--- src/common/pll_seq_pkg.sv ---
/*
 * constants, register map, nvm defaults and mode type for the pll mode sequencer.
 * assumes a 250 MHz control clock and an apb register port with 32-bit data.
 */
// What this block does
// power-up init loads nvm defaults; register port stalls until init ends
// output clocks stay disabled while init runs
// hard reset pin or bit acts like power-up, reloading nvm defaults
// soft reset applies pending register settings without nvm reload
// after init the controller sits in exactly one of four modes
// free-run entered automatically once init completes
// lock acquisition starts whenever a valid input clock exists
// normal loop bandwidth register code spans 0.1 Hz to 4 kHz
// separate fast-lock bandwidth 100 Hz to 4 kHz, used only in acquisition
// fast-lock bandwidth during acquisition, normal bandwidth once locked
// lock state shown on lock-lost pin and status bit
// holdover entered when selected input fails and no other is valid
// up to 120 s of frequency history recorded while locked
// holdover frequency averages a programmable window after a programmable delay
// valid input during holdover leaves holdover and re-acquires lock
// register selects crystal or external reference; external disables crystal caps
// reference predivider allows external references above 54 MHz
// frequency adjust trims reference-derived frequency within plus or minus 200 ppm
// each step-up adds step word, each step-down subtracts; pins or registers
// steps apply to any set of output dividers at once or singly
// oscillator-step mode works only in free-run or locked mode
// input chosen manually or by automatic selection
// lock-lost stays asserted during pull-in after an input switch
// step requests during acquisition or holdover are ignored
// mode transitions evaluated synchronously, exactly one mode at a time
package pll_seq_pkg;

    // ------------------------------------------------------------
    // timing
    // ------------------------------------------------------------
    localparam int CLK_MHZ = 250;
    localparam int INIT_NS = 2000;
    localparam int INIT_CYCLES = (INIT_NS * CLK_MHZ + 999) / 1000;
    localparam int HIST_SECONDS = 120;
    localparam int FADJ_PPM = 200;
    localparam int FADJ_STEPS_PER_PPM = 100;
    localparam int FADJ_LIMIT = FADJ_PPM * FADJ_STEPS_PER_PPM;

    // ------------------------------------------------------------
    // register map
    // ------------------------------------------------------------
    localparam logic [11:0] OFS_CTRL = 12'h000;
    localparam logic [11:0] OFS_BW = 12'h004;
    localparam logic [11:0] OFS_REF = 12'h008;
    localparam logic [11:0] OFS_HOLD = 12'h00C;
    localparam logic [11:0] OFS_FSW = 12'h010;
    localparam logic [11:0] OFS_STEP = 12'h014;
    localparam logic [11:0] OFS_STATUS = 12'h018;
    localparam logic [11:0] OFS_HOLDF = 12'h01C;
    localparam logic [11:0] OFS_DIV = 12'h020;
    localparam int CFG_WORDS = 4;
    localparam int CFG_CTRL = 0;
    localparam int CFG_BW = 1;
    localparam int CFG_REF = 2;
    localparam int CFG_HOLD = 3;

    // ------------------------------------------------------------
    // fields
    // ------------------------------------------------------------
    localparam int CTRL_HARD = 0;
    localparam int CTRL_SOFT = 1;
    localparam int CTRL_FAST = 2;
    localparam int CTRL_AUTO = 3;
    localparam int CTRL_SEL = 4;
    localparam int CTRL_EXTREF = 6;
    localparam int CTRL_STEP_EN = 7;
    localparam int BW_FAST = 8;
    localparam int REF_FADJ = 16;
    localparam int HOLD_DLY = 8;
    localparam int STEP_INC = 0;
    localparam int STEP_DEC = 1;
    localparam int STEP_MASK = 8;
    localparam int ST_LOL = 3;
    localparam int ST_SEL = 4;
    localparam int ST_VALID = 8;
    localparam logic [31:0] CTRL_PULSES = 32'h0000_0003;
    // bandwidth codes: 0 is 0.1 Hz, 8 is 100 Hz, 15 is 4 kHz
    localparam logic [3:0] BW_CODE_MAX = 4'hF;
    localparam logic [3:0] FAST_CODE_MIN = 4'h8;

    // ------------------------------------------------------------
    // nvm image
    // ------------------------------------------------------------
    localparam logic [31:0] NVM_CTRL = 32'h0000_000C;
    localparam logic [31:0] NVM_BW = 32'h0000_0C04;
    localparam logic [31:0] NVM_REF = 32'h0000_0001;
    localparam logic [31:0] NVM_HOLD = 32'h0000_0102;
    localparam logic [31:0] NVM_FSW = 32'h0000_0100;
    localparam logic [31:0] NVM_DIV = 32'h1000_0000;

    typedef enum logic [2:0] {
        MODE_INIT, MODE_FREE_RUN, MODE_ACQUIRE, MODE_LOCKED, MODE_HOLDOVER
    } mode_e;

endpackage

--- src/core/pll_mode_sequencer.sv ---
/*
 * pll mode sequencer: init, resets, mode machine, bandwidth, holdover averaging,
 * reference select and oscillator-step divider updates behind an apb slave.
 * assumes inputs synchronous to pclk; validity and lock come from the monitors.
 */
// The address map and register access over APB are this design's own decisions.
`timescale 1ns/1ps
module pll_mode_sequencer import pll_seq_pkg::*; #(
    parameter int NUM_IN = 4,
    parameter int NUM_DIV = 4,
    parameter int FW = 32,
    parameter int HIST_DEPTH = 16
) (
    // clock, reset, enable
    input wire logic pclk,
    input wire logic presetn,
    input wire logic ce,
    // apb
    input wire logic psel,
    input wire logic penable,
    input wire logic pwrite,
    input wire logic [11:0] paddr,
    input wire logic [31:0] pwdata,
    output logic [31:0] prdata,
    output logic pready,
    output logic pslverr,
    // host pins
    input wire logic hard_reset_pin_n,
    input wire logic step_up_pin,
    input wire logic step_down_pin,
    // monitors
    input wire logic [NUM_IN-1:0] input_valid,
    input wire logic phase_locked,
    input wire logic [FW-1:0] freq_sample,
    input wire logic freq_sample_valid,
    // loop control
    output logic clocks_enable,
    output logic lock_lost_indicator,
    output logic [2:0] pll_mode,
    output logic [3:0] loop_bw_code,
    output logic fastlock_active,
    output logic [$clog2(NUM_IN)-1:0] selected_input,
    output logic ref_external,
    output logic xtal_caps_enable,
    output logic [7:0] ref_prediv,
    output logic [15:0] freq_adjust,
    output logic [FW-1:0] holdover_freq,
    output logic [NUM_DIV*32-1:0] divider_freq
);
    localparam int SW = $clog2(NUM_IN);
    localparam int HW = $clog2(HIST_DEPTH);

    mode_e mode, next_mode;
    logic [15:0] init_cnt, next_init_cnt;
    logic [SW-1:0] sel, next_sel;
    logic [31:0] cfg_sh [CFG_WORDS];
    logic [31:0] next_cfg_sh [CFG_WORDS];
    logic [31:0] cfg_act [CFG_WORDS];
    logic [31:0] next_cfg_act [CFG_WORDS];
    logic [31:0] frequency_step_word, next_fsw;
    logic [31:0] next_prdata;
    logic next_pready, next_pslverr;
    logic hard_req, next_hard_req;
    logic reg_inc, next_reg_inc, reg_dec, next_reg_dec;
    logic [NUM_DIV-1:0] step_mask, next_step_mask;
    logic up_prev, down_prev;
    logic hard_now, acc, step_ok, do_inc, do_dec, cand_valid;
    logic [FW-1:0] hist [HIST_DEPTH];
    logic [HW-1:0] wr_ptr, next_wr_ptr;
    logic [HW:0] fill, next_fill;
    logic [FW-1:0] next_hold_freq, avg;
    logic avg_ok;
    logic next_lol, next_clk_en, next_fast;
    logic [3:0] next_bw;

    // ------------------------------------------------------------
    // register port
    // ------------------------------------------------------------
    assign hard_now = !hard_reset_pin_n || hard_req;
    assign acc = psel && penable && pready;

    always_comb begin
        next_cfg_sh = cfg_sh;
        next_cfg_act = cfg_act;
        next_fsw = frequency_step_word;
        next_hard_req = 1'b0;
        next_reg_inc = 1'b0;
        next_reg_dec = 1'b0;
        next_step_mask = step_mask;
        next_prdata = prdata;
        next_pslverr = 1'b0;
        // held off while init runs, so the master simply waits
        next_pready = psel && penable && !pready && mode != MODE_INIT;
        if (next_pready) begin
            next_prdata = 32'h0000_0000;
            next_pslverr = 1'b0;
            if (paddr < OFS_FSW) begin
                next_prdata = cfg_sh[paddr[3:2]];
            end else if (paddr == OFS_FSW) begin
                next_prdata = frequency_step_word;
            end else if (paddr == OFS_STEP) begin
                next_prdata[STEP_MASK +: NUM_DIV] = step_mask;
            end else if (paddr == OFS_STATUS) begin
                next_prdata[2:0] = mode;
                next_prdata[ST_LOL] = lock_lost_indicator;
                next_prdata[ST_SEL +: SW] = sel;
                next_prdata[ST_VALID +: NUM_IN] = input_valid;
            end else if (paddr == OFS_HOLDF) begin
                next_prdata = 32'(holdover_freq);
            end else if (paddr >= OFS_DIV && paddr < OFS_DIV + 12'(4 * NUM_DIV)) begin
                next_prdata = divider_freq[32 * int'(paddr[HW+1:2] - OFS_DIV[HW+1:2]) +: 32];
            end else begin
                next_pslverr = 1'b1;
            end
        end
        if (acc && pwrite) begin
            if (paddr < OFS_FSW) begin
                // pending until a soft reset; pulse bits are never stored
                next_cfg_sh[paddr[3:2]] = paddr == OFS_CTRL ? pwdata & ~CTRL_PULSES : pwdata;
                if (paddr == OFS_CTRL) begin
                    next_hard_req = pwdata[CTRL_HARD];
                    if (pwdata[CTRL_SOFT]) begin
                        next_cfg_act = cfg_sh;
                    end
                end
            end else if (paddr == OFS_FSW) begin
                next_fsw = pwdata;
            end else if (paddr == OFS_STEP) begin
                next_reg_inc = pwdata[STEP_INC];
                next_reg_dec = pwdata[STEP_DEC];
                next_step_mask = pwdata[STEP_MASK +: NUM_DIV];
            end
        end
        if (hard_now) begin
            next_cfg_sh = '{NVM_CTRL, NVM_BW, NVM_REF, NVM_HOLD};
            next_cfg_act = '{NVM_CTRL, NVM_BW, NVM_REF, NVM_HOLD};
            next_fsw = NVM_FSW;
            next_step_mask = '1;
            next_pready = 1'b0;
        end
    end

    always_ff @(posedge pclk or negedge presetn) begin
        if (!presetn) begin
            cfg_sh <= '{NVM_CTRL, NVM_BW, NVM_REF, NVM_HOLD};
            cfg_act <= '{NVM_CTRL, NVM_BW, NVM_REF, NVM_HOLD};
            frequency_step_word <= NVM_FSW;
            hard_req <= 1'b0;
            reg_inc <= 1'b0;
            reg_dec <= 1'b0;
            step_mask <= '1;
            prdata <= 32'h0000_0000;
            pready <= 1'b0;
            pslverr <= 1'b0;
            up_prev <= 1'b0;
            down_prev <= 1'b0;
        end else if (ce) begin
            cfg_sh <= next_cfg_sh;
            cfg_act <= next_cfg_act;
            frequency_step_word <= next_fsw;
            hard_req <= next_hard_req;
            reg_inc <= next_reg_inc;
            reg_dec <= next_reg_dec;
            step_mask <= next_step_mask;
            prdata <= next_prdata;
            pready <= next_pready;
            pslverr <= next_pslverr;
            up_prev <= step_up_pin;
            down_prev <= step_down_pin;
        end
    end

    // ------------------------------------------------------------
    // mode machine
    // ------------------------------------------------------------
    always_comb begin
        // non-revertive: keep the current input while it stays valid
        next_sel = sel;
        if (!cfg_act[CFG_CTRL][CTRL_AUTO]) begin
            next_sel = cfg_act[CFG_CTRL][CTRL_SEL +: SW];
        end else if (!input_valid[sel]) begin
            for (int i = NUM_IN - 1; i >= 0; i--) begin
                if (input_valid[i]) begin
                    next_sel = SW'(i);
                end
            end
        end
        cand_valid = input_valid[next_sel];
        next_mode = mode;
        next_init_cnt = init_cnt;
        unique case (mode)
            MODE_INIT: begin
                if (init_cnt != 16'h0000) begin
                    next_init_cnt = init_cnt - 16'h0001;
                end else begin
                    next_mode = MODE_FREE_RUN;
                end
            end
            MODE_FREE_RUN: begin
                if (cand_valid) begin
                    next_mode = MODE_ACQUIRE;
                end
            end
            MODE_ACQUIRE: begin
                if (!cand_valid) begin
                    next_mode = fill != '0 ? MODE_HOLDOVER : MODE_FREE_RUN;
                end else if (phase_locked && next_sel == sel) begin
                    next_mode = MODE_LOCKED;
                end
            end
            MODE_LOCKED: begin
                if (!cand_valid) begin
                    next_mode = MODE_HOLDOVER;
                end else if (next_sel != sel || !phase_locked) begin
                    next_mode = MODE_ACQUIRE;
                end
            end
            MODE_HOLDOVER: begin
                if (cand_valid) begin
                    next_mode = MODE_ACQUIRE;
                end
            end
        endcase
        if (hard_now) begin
            next_mode = MODE_INIT;
            next_init_cnt = 16'(INIT_CYCLES);
            next_sel = '0;
        end
        next_clk_en = next_mode != MODE_INIT;
        next_lol = next_mode != MODE_LOCKED;
        // fast code floored at 100 Hz; used only while acquiring
        next_fast = next_mode == MODE_ACQUIRE && cfg_act[CFG_CTRL][CTRL_FAST];
        next_bw = next_fast ?
            (cfg_act[CFG_BW][BW_FAST +: 4] < FAST_CODE_MIN ? FAST_CODE_MIN : cfg_act[CFG_BW][BW_FAST +: 4]) :
            cfg_act[CFG_BW][3:0];
    end

    always_ff @(posedge pclk or negedge presetn) begin
        if (!presetn) begin
            mode <= MODE_INIT;
            init_cnt <= 16'(INIT_CYCLES);
            sel <= '0;
            clocks_enable <= 1'b0;
            lock_lost_indicator <= 1'b1;
            fastlock_active <= 1'b0;
            loop_bw_code <= BW_CODE_MAX;
            pll_mode <= 3'h0;
            selected_input <= '0;
            ref_external <= 1'b0;
            xtal_caps_enable <= 1'b1;
            ref_prediv <= 8'h00;
            freq_adjust <= 16'h0000;
        end else if (ce) begin
            mode <= next_mode;
            init_cnt <= next_init_cnt;
            sel <= next_sel;
            clocks_enable <= next_clk_en;
            lock_lost_indicator <= next_lol;
            fastlock_active <= next_fast;
            loop_bw_code <= next_bw;
            pll_mode <= next_mode;
            selected_input <= next_sel;
            ref_external <= cfg_act[CFG_CTRL][CTRL_EXTREF];
            xtal_caps_enable <= !cfg_act[CFG_CTRL][CTRL_EXTREF];
            ref_prediv <= cfg_act[CFG_REF][7:0];
            // clamp keeps the trim inside the pull range of the reference
            if (int'($signed(cfg_act[CFG_REF][REF_FADJ +: 16])) > FADJ_LIMIT) begin
                freq_adjust <= 16'(FADJ_LIMIT);
            end else if (int'($signed(cfg_act[CFG_REF][REF_FADJ +: 16])) < -FADJ_LIMIT) begin
                freq_adjust <= 16'(-FADJ_LIMIT);
            end else begin
                freq_adjust <= cfg_act[CFG_REF][REF_FADJ +: 16];
            end
        end
    end

    // ------------------------------------------------------------
    // holdover history
    // ------------------------------------------------------------
    // one sample per HIST_SECONDS / HIST_DEPTH seconds, paced by the monitor
    always_comb begin
        logic [FW+HW:0] sum;
        int dly;
        int win;
        sum = '0;
        dly = int'(cfg_act[CFG_HOLD][HOLD_DLY +: 4]);
        win = 1 << cfg_act[CFG_HOLD][3:0];
        for (int k = 0; k < HIST_DEPTH; k++) begin
            if (k < win && k + dly < int'(fill)) begin
                sum = sum + hist[HW'(int'(wr_ptr) - 1 - dly - k)];
            end
        end
        avg_ok = win + dly <= int'(fill) && win <= HIST_DEPTH;
        avg = FW'(sum >> cfg_act[CFG_HOLD][3:0]);
        next_wr_ptr = wr_ptr;
        next_fill = fill;
        if (mode == MODE_LOCKED && freq_sample_valid) begin
            next_wr_ptr = wr_ptr + 1'b1;
            if (fill != (HW+1)'(HIST_DEPTH)) begin
                next_fill = fill + 1'b1;
            end
        end
        next_hold_freq = holdover_freq;
        if (next_mode == MODE_HOLDOVER && mode != MODE_HOLDOVER && avg_ok) begin
            next_hold_freq = avg;
        end
        if (hard_now) begin
            next_wr_ptr = '0;
            next_fill = '0;
        end
    end

    always_ff @(posedge pclk or negedge presetn) begin
        if (!presetn) begin
            wr_ptr <= '0;
            fill <= '0;
            holdover_freq <= '0;
        end else if (ce) begin
            wr_ptr <= next_wr_ptr;
            fill <= next_fill;
            holdover_freq <= next_hold_freq;
        end
    end

    // storage has no reset so it maps to plain ram
    always_ff @(posedge pclk) begin
        if (ce && mode == MODE_LOCKED && freq_sample_valid) begin
            hist[wr_ptr] <= freq_sample;
        end
    end

    // ------------------------------------------------------------
    // oscillator-step dividers
    // ------------------------------------------------------------
    assign step_ok = cfg_act[CFG_CTRL][CTRL_STEP_EN] && (mode == MODE_FREE_RUN || mode == MODE_LOCKED);
    assign do_inc = step_ok && (reg_inc || (step_up_pin && !up_prev));
    assign do_dec = step_ok && (reg_dec || (step_down_pin && !down_prev));

    for (genvar d = 0; d < NUM_DIV; d++) begin : g_div
        logic [31:0] next_div;
        always_comb begin
            next_div = divider_freq[32*d +: 32];
            // simultaneous up and down cancel rather than pick a winner
            if (step_mask[d] && do_inc && !do_dec) begin
                next_div = divider_freq[32*d +: 32] + frequency_step_word;
            end else if (step_mask[d] && do_dec && !do_inc) begin
                next_div = divider_freq[32*d +: 32] - frequency_step_word;
            end
            if (hard_now) begin
                next_div = NVM_DIV;
            end
        end
        always_ff @(posedge pclk or negedge presetn) begin
            if (!presetn) begin
                divider_freq[32*d +: 32] <= NVM_DIV;
            end else if (ce) begin
                divider_freq[32*d +: 32] <= next_div;
            end
        end
    end

    // ------------------------------------------------------------
    // checks
    // ------------------------------------------------------------
    a_init_clocks_off: assert property (@(posedge pclk) disable iff (!presetn || !ce)
        mode == MODE_INIT |-> !clocks_enable) else $error("clocks enabled during init");
    a_init_bus_stall: assert property (@(posedge pclk) disable iff (!presetn || !ce)
        $past(mode) == MODE_INIT |-> !pready) else $error("bus answered during init");
    a_hard_reinit: assert property (@(posedge pclk) disable iff (!presetn || !ce)
        !hard_reset_pin_n |=> mode == MODE_INIT && init_cnt == 16'(INIT_CYCLES))
        else $error("hard reset did not restart init");
    a_free_after_init: assert property (@(posedge pclk) disable iff (!presetn || !ce)
        mode == MODE_INIT && init_cnt == 16'h0000 && !hard_now |=> mode == MODE_FREE_RUN)
        else $error("free-run not entered after init");
    a_acquire_start: assert property (@(posedge pclk) disable iff (!presetn || !ce)
        mode == MODE_FREE_RUN && cand_valid && !hard_now |=> mode == MODE_ACQUIRE)
        else $error("acquisition not started");
    a_lol_tracks_mode: assert property (@(posedge pclk) disable iff (!presetn || !ce)
        lock_lost_indicator == (mode != MODE_LOCKED)) else $error("lock-lost mismatch");
    a_normal_bw_locked: assert property (@(posedge pclk) disable iff (!presetn || !ce)
        mode == MODE_LOCKED |-> !fastlock_active) else $error("fast bandwidth while locked");
    a_holdover_entry: assert property (@(posedge pclk) disable iff (!presetn || !ce)
        mode == MODE_LOCKED && input_valid == '0 && !hard_now |=> mode == MODE_HOLDOVER)
        else $error("holdover not entered");
    a_step_blocked: assert property (@(posedge pclk) disable iff (!presetn || !ce)
        (mode == MODE_ACQUIRE || mode == MODE_HOLDOVER) && !hard_now |=> $stable(divider_freq))
        else $error("divider stepped outside free-run or locked");
    a_caps_follow_ref: assert property (@(posedge pclk) disable iff (!presetn || !ce)
        xtal_caps_enable != ref_external) else $error("crystal caps on with external ref");

endmodule // pll_mode_sequencer

--- config.mk ---
export PLATFORM = sky130hd
export DESIGN_NAME = pll_mode_sequencer
export DESIGN_NICKNAME = d
export VERILOG_FILES = /design/src/common/pll_seq_pkg.sv /design/src/core/pll_mode_sequencer.sv
export SDC_FILE = /design/constraint.sdc
export NUM_CORES = 2
export LEC_CHECK = 0
export BUFFER_PORTS_ARGS = -buffer_cell sky130_fd_sc_hd__buf_2
export CAP_MARGIN = 20
export CORE_AREA = 5 5 568 570
export CTS_CLUSTER_DIAMETER = 30
export DETAILED_ROUTE_END_ITERATION = 6
export DIE_AREA = 0 0 573 575
export PLACE_DENSITY = 0.51
export SLEW_MARGIN = 0
export SYNTH_ARGS = -nofsm -noshare
export SYNTH_HDL_FRONTEND = slang
export SYNTH_SLANG_ARGS = --single-unit
export TNS_END_PERCENT = 20
--- constraint.sdc ---
create_clock -name pclk -period 83.8 [get_ports pclk]
set_input_delay 16.76 -clock pclk [delete_from_list [all_inputs] [get_ports pclk]]
set_output_delay 16.76 -clock pclk [all_outputs]
set_load 0.02 [all_outputs]
==> impl_metrics.prom <==
# TYPE chip_impl_metric gauge
chip_impl_metric{name="via_count_of_the_first_global_routing_pass",unit=""} 80700
chip_impl_metric{name="grt_first_pass_wirelength",unit="um"} 569000
chip_impl_metric{name="ys_seq_area_frac",unit=""} 0.279
chip_impl_info{name="holdCritPathClass",value="flop to flop"} 1
chip_impl_metric{name="h-tree-depth",unit=""} 4
chip_impl_metric{name="maxCapViolations",unit=""} 0
chip_impl_metric{name="avgViaCountPerCell",unit=""} 5.93
chip_impl_metric{name="power_share_of_the_sequential_group",unit=""} 0.189
chip_impl_metric{name="drc",unit=""} 1
chip_impl_metric{name="totalWireLength",unit="um"} 399000
chip_impl_metric{name="cp.required",unit="ns"} 84.52
chip_impl_metric{name="report.power.total",unit="mW"} 3.28
chip_impl_info{name="post_synth_most_frequent_cells",value="876 x nand2_1, 839 x a21oi_1, 834 x mux4_2, 775 x nor2_1, 634 x ha_1"} 1
chip_impl_metric{name="final_setup_skew",unit="ns"} 0.0828
chip_impl_metric{name="coreArea",unit="um^2"} 317000
chip_impl_metric{name="dp_hpwl",unit="um"} 301000
chip_impl_info{name="tritoncts",value="done"} 1
chip_impl_metric{name="grt_overflow_total",unit=""} 0
chip_impl_metric{name="antenna_violations_before_repair",unit=""} 44
chip_impl_metric{name="cts_inserted_buffers",unit=""} 242
chip_impl_metric{name="synth_top_cell_area_share",unit=""} 0.192
chip_impl_metric{name="ff2ff_path_depth",unit=""} 112
chip_impl_metric{name="p_int",unit="mW"} 1.89
chip_impl_metric{name="yosysWarningCount",unit=""} 0
chip_impl_info{name="endpoint",value="holdover_freq[27]"} 1
chip_impl_metric{name="area_delta_synth_final",unit="%"} 15.2
chip_impl_metric{name="ys_types",unit=""} 152
chip_impl_metric{name="worst_path_largest_cell_delay",unit="ns"} 1.31
chip_impl_info{name="worst_r2r_startpoint",value="cfg_act[9]"} 1
chip_impl_info{name="synth_top_cell_by_area",value="mux4_2"} 1
chip_impl_info{name="setup.worst_path.class",value="flop to flop"} 1
chip_impl_metric{name="port-buffer-count",unit=""} 322
chip_impl_metric{name="synth.net_count",unit=""} 10400
chip_impl_metric{name="met2WireLength",unit="um"} 179000
chip_impl_metric{name="detailedPlace.worstSlack",unit="ns"} 55.57
chip_impl_metric{name="dieWidth",unit="um"} 573
chip_impl_metric{name="synth_area",unit="um^2"} 97700
chip_impl_metric{name="cts_resized",unit=""} 0
chip_impl_metric{name="power.density",unit="nW/um^2"} 29.2
chip_impl_metric{name="slew_headroom",unit=""} 0.167
chip_impl_metric{name="worst_ir_drop_vdd",unit="uV"} 22.6
chip_impl_metric{name="measured_slew_at_the_worst_slew_check_pin",unit="ns"} 1.24
chip_impl_metric{name="drt.antenna.violating_nets",unit=""} 0
chip_impl_metric{name="drive_above_1_share",unit=""} 0.215
chip_impl_info{name="route.top_layer_used",value="met5"} 1
chip_impl_metric{name="crit_path_max_fanout",unit=""} 38
chip_impl_metric{name="postSynth.asyncResetShare",unit=""} 0.480
chip_impl_metric{name="drt_pass1_iterations",unit=""} 7
chip_impl_info{name="rsz0062_at_grt",value="false"} 1
chip_impl_metric{name="start_util",unit=""} 0.308
chip_impl_info{name="critPathMostFrequentCell",value="ha_1"} 1
chip_impl_metric{name="finish.instance_area",unit="um^2"} 113000
chip_impl_info{name="r2r-end",value="holdover_freq[27]"} 1
chip_impl_metric{name="wl_met1",unit="um"} 167000
chip_impl_metric{name="die-height",unit="um"} 575
chip_impl_metric{name="path_clk_slew",unit="ns"} 0.05
chip_impl_metric{name="p_sw",unit="mW"} 1.39
chip_impl_info{name="clk_root_buffer_cell",value="clkbuf_16"} 1
chip_impl_metric{name="report.final.slew_viol_count",unit=""} 0
chip_impl_metric{name="place.gp.congestion",unit=""} 0.947
chip_impl_metric{name="p_comb_frac",unit=""} 0.524
chip_impl_metric{name="synthesis.area_per_instance",unit="um^2"} 10.1
chip_impl_metric{name="fp-row-count",unit=""} 207
chip_impl_metric{name="met3_wirelength",unit="um"} 36800
chip_impl_metric{name="mapped_cells",unit=""} 9692
chip_impl_info{name="timing.hold.worst.start",value="cfg_act[98]"} 1
chip_impl_info{name="cp_slowest_cell",value="fa_4"} 1
chip_impl_metric{name="reported_leakage_power",unit="nW"} 46.4
chip_impl_metric{name="timing.final.ws_setup",unit="ns"} 54.95
chip_impl_metric{name="cp.arrival",unit="ns"} 29.57
chip_impl_metric{name="nNetsFinal",unit=""} 10600
chip_impl_metric{name="grt_max_degree",unit=""} 178
chip_impl_metric{name="fmax",unit="MHz"} 34.7
chip_impl_metric{name="boundaryPins",unit=""} 323
chip_impl_metric{name="synth-edff-count",unit=""} 512
chip_impl_metric{name="final_core_utilization",unit=""} 0.355
chip_impl_metric{name="final.setup.tns",unit="ns"} 0
chip_impl_info{name="cell_with_the_most_instances_after_synthesis",value="nand2_1"} 1
chip_impl_metric{name="route.vias.total",unit=""} 84700
chip_impl_info{name="end_kind",value="flop"} 1
chip_impl_info{name="crit_start",value="cfg_act[9]"} 1
chip_impl_metric{name="detailed_place.area",unit="um^2"} 104000
chip_impl_info{name="most_frequently_used_flop_master_after_synthesis",value="edfxtp_1"} 1
chip_impl_metric{name="period_needed",unit="ns"} 28.85
chip_impl_metric{name="cts_max_path_buffers",unit=""} 4
chip_impl_metric{name="cts.hold.buffers_added",unit=""} 0
chip_impl_info{name="violated_checks",value="design-rule violations"} 1
chip_impl_metric{name="clockPowerShare",unit=""} 0.287
chip_impl_metric{name="final_min_period_over_clock_period",unit=""} 0.344
chip_impl_info{name="synth_top_cells_by_area",value="mux4_2 19%, edfxtp_1 16%, dfrtp_1 11%"} 1
chip_impl_metric{name="worstSkewPairLatency",unit="ns"} 0.94
chip_impl_metric{name="power.switching_fraction",unit=""} 0.424
chip_impl_metric{name="timing_hold_violations_final",unit=""} 0
chip_impl_metric{name="gr-usage-all-layers",unit=""} 0.232
chip_impl_metric{name="report.final.setup_viol",unit=""} 0
chip_impl_info{name="start_kind",value="flop"} 1
chip_impl_metric{name="routed_wire_length_per_instance",unit="um"} 28.0
chip_impl_info{name="outcome",value="finished, violations left"} 1
chip_impl_metric{name="post_cts.repair.setup_buffers",unit=""} 0
chip_impl_metric{name="die-area",unit="um^2"} 329000
chip_impl_metric{name="detail_route.iter0.violations",unit=""} 8567
chip_impl_metric{name="cts.sink_count",unit=""} 984
chip_impl_metric{name="synth-seq-cells",unit=""} 984
chip_impl_metric{name="setup.reg_to_reg.worst_slack",unit="ns"} 54.95
[power groups by stage]
stage | registers, mW | clock network (mW) | logic [mW]
2_1_floorplan | 0.638 | 0 | 1.21
3_3_place_gp | 0.624 | 0 | 1.66
3_5_place_dp | 0.627 | 0 | 1.69
4_1_cts | 0.619 | 0.958 | 1.70
5_1_grt | 0.625 | 0.982 | 1.87
6_report | 0.621 | 0.942 | 1.72
[cell type report]
cell class / instances / area [um^2]
antenna: 21 / 52.6
clock buffer: 297 / 6570
clock inverter: 152 / 1740
fill: 31300 / 204000
inverter: 443 / 1670
multi-input combinational: 7685 / 66800
sequential: 984 / 27200
tap: 4180 / 5230
timing repair buffer: 517 / 3250
[cells in the final DEF, fill, tap and decap left out, types with 29 or more instances in the layout]
| cell type | netlist | routed |
|---|---|---|
| o21ai_0 | 396 | 386 |
| a21o_1 | 150 | 150 |
| nor2_1 | 775 | 755 |
| xor2_1 | 219 | 219 |
| nor3_1 | 136 | 125 |
| buf_4 | 26 | 182 |
| o21a_1 | 87 | 86 |
| nand2b_1 | 71 | 71 |
| nor2b_1 | 53 | 52 |
| buf_2 | 24 | 319 |
| and3_1 | 57 | 57 |
| o21ai_1 | 24 | 30 |
| nor4_1 | 31 | 31 |
| mux2_2 | 150 | 150 |
| o31ai_1 | 60 | 59 |
| a31oi_1 | 98 | 97 |
| nand2_1 | 876 | 871 |
| or3_1 | 50 | 50 |
| ha_1 | 634 | 631 |
| inv_1 | 437 | 437 |
| a211oi_1 | 122 | 120 |
| mux4_2 | 834 | 834 |
| and2_1 | 76 | 71 |
| dfrtp_1 | 435 | 435 |
| dfstp_2 | 37 | 37 |
| o21bai_1 | 300 | 300 |
| clkinv_4 | 0 | 30 |
| edfxtp_1 | 512 | 512 |
| xnor2_1 | 473 | 459 |
| clkbuf_16 | 0 | 244 |
| a21oi_1 | 839 | 838 |
| nand3_1 | 170 | 170 |
| nand4_1 | 29 | 29 |
| clkinv_2 | 0 | 38 |
| a22o_1 | 193 | 193 |
| mux2i_1 | 263 | 263 |
[cells by family (layout without fill, tap and decap cells)]
logic type,count (synthesis),after routing,synth area share
other,0,21,0
adders and majority gates,668,668,0.0869
DFF,984,984,0.279
xor gates and xnor gates,704,704,0.0646
buffers and inverters,1023,1409,0.0421
muxes,1258,1258,0.239
AOI/OAI and AO/OA,2600,2600,0.175
and+or+nand+nor,2455,2455,0.114
[metal layers]
metal,up-vias,track usage
met2,3950,0.367
met1,42600,0.312
met3,734,0.0500
li1,37400,-
met5,-,0
met4,22,0.0852
[through the flow]
step                      cells  hold slack, ns
after CTS                 14300           0.457
after detailed placement  13800           0.451
after global routing      14300           0.478
final                     14300           0.455
after global placement    13800           0.440
after floorplan            9692           0.408
[registers in the layout, indices dropped and copies added (netlist names), 2 cells and up]
register / flops
wr_ptr: 4
step_mask: 4
frequency_step_word: 32
mode: 3
ref_prediv: 8
prdata: 32
divider_freq: 128
sel: 2
init_cnt: 16
cfg_act: 46
holdover_freq: 32
fill: 5
hist: 512
freq_adjust: 16
loop_bw_code: 4
cfg_sh: 128
[how the worst min path moves through the flow]
stage / to / slack [ns] / cells past startpoint
after CTS: cfg_act[98] / 0.46 / 2
after global routing: cfg_act[98] / 0.48 / 2
final: cfg_act[98] / 0.45 / 2
after detailed placement: cfg_act[98] / 0.45 / 2
after global placement: cfg_act[98] / 0.44 / 2
after floorplan: xtal_caps_enable / 0.41 / 1
[worst max-delay path: cells and delay by family (launching register included)]
family / cells / cell delay [ns]
buffers and inverters: 5 / 1.31
xor gates and xnor gates: 16 / 4.07
adders and majority gates: 17 / 6.84
AOI/OAI and AO/OA: 40 / 9.09
and+or+nand+nor: 29 / 5.19
muxes: 5 / 1.59
DFF: 1 / 0.55
Note: power is estimated with default switching activity, not from simulation.
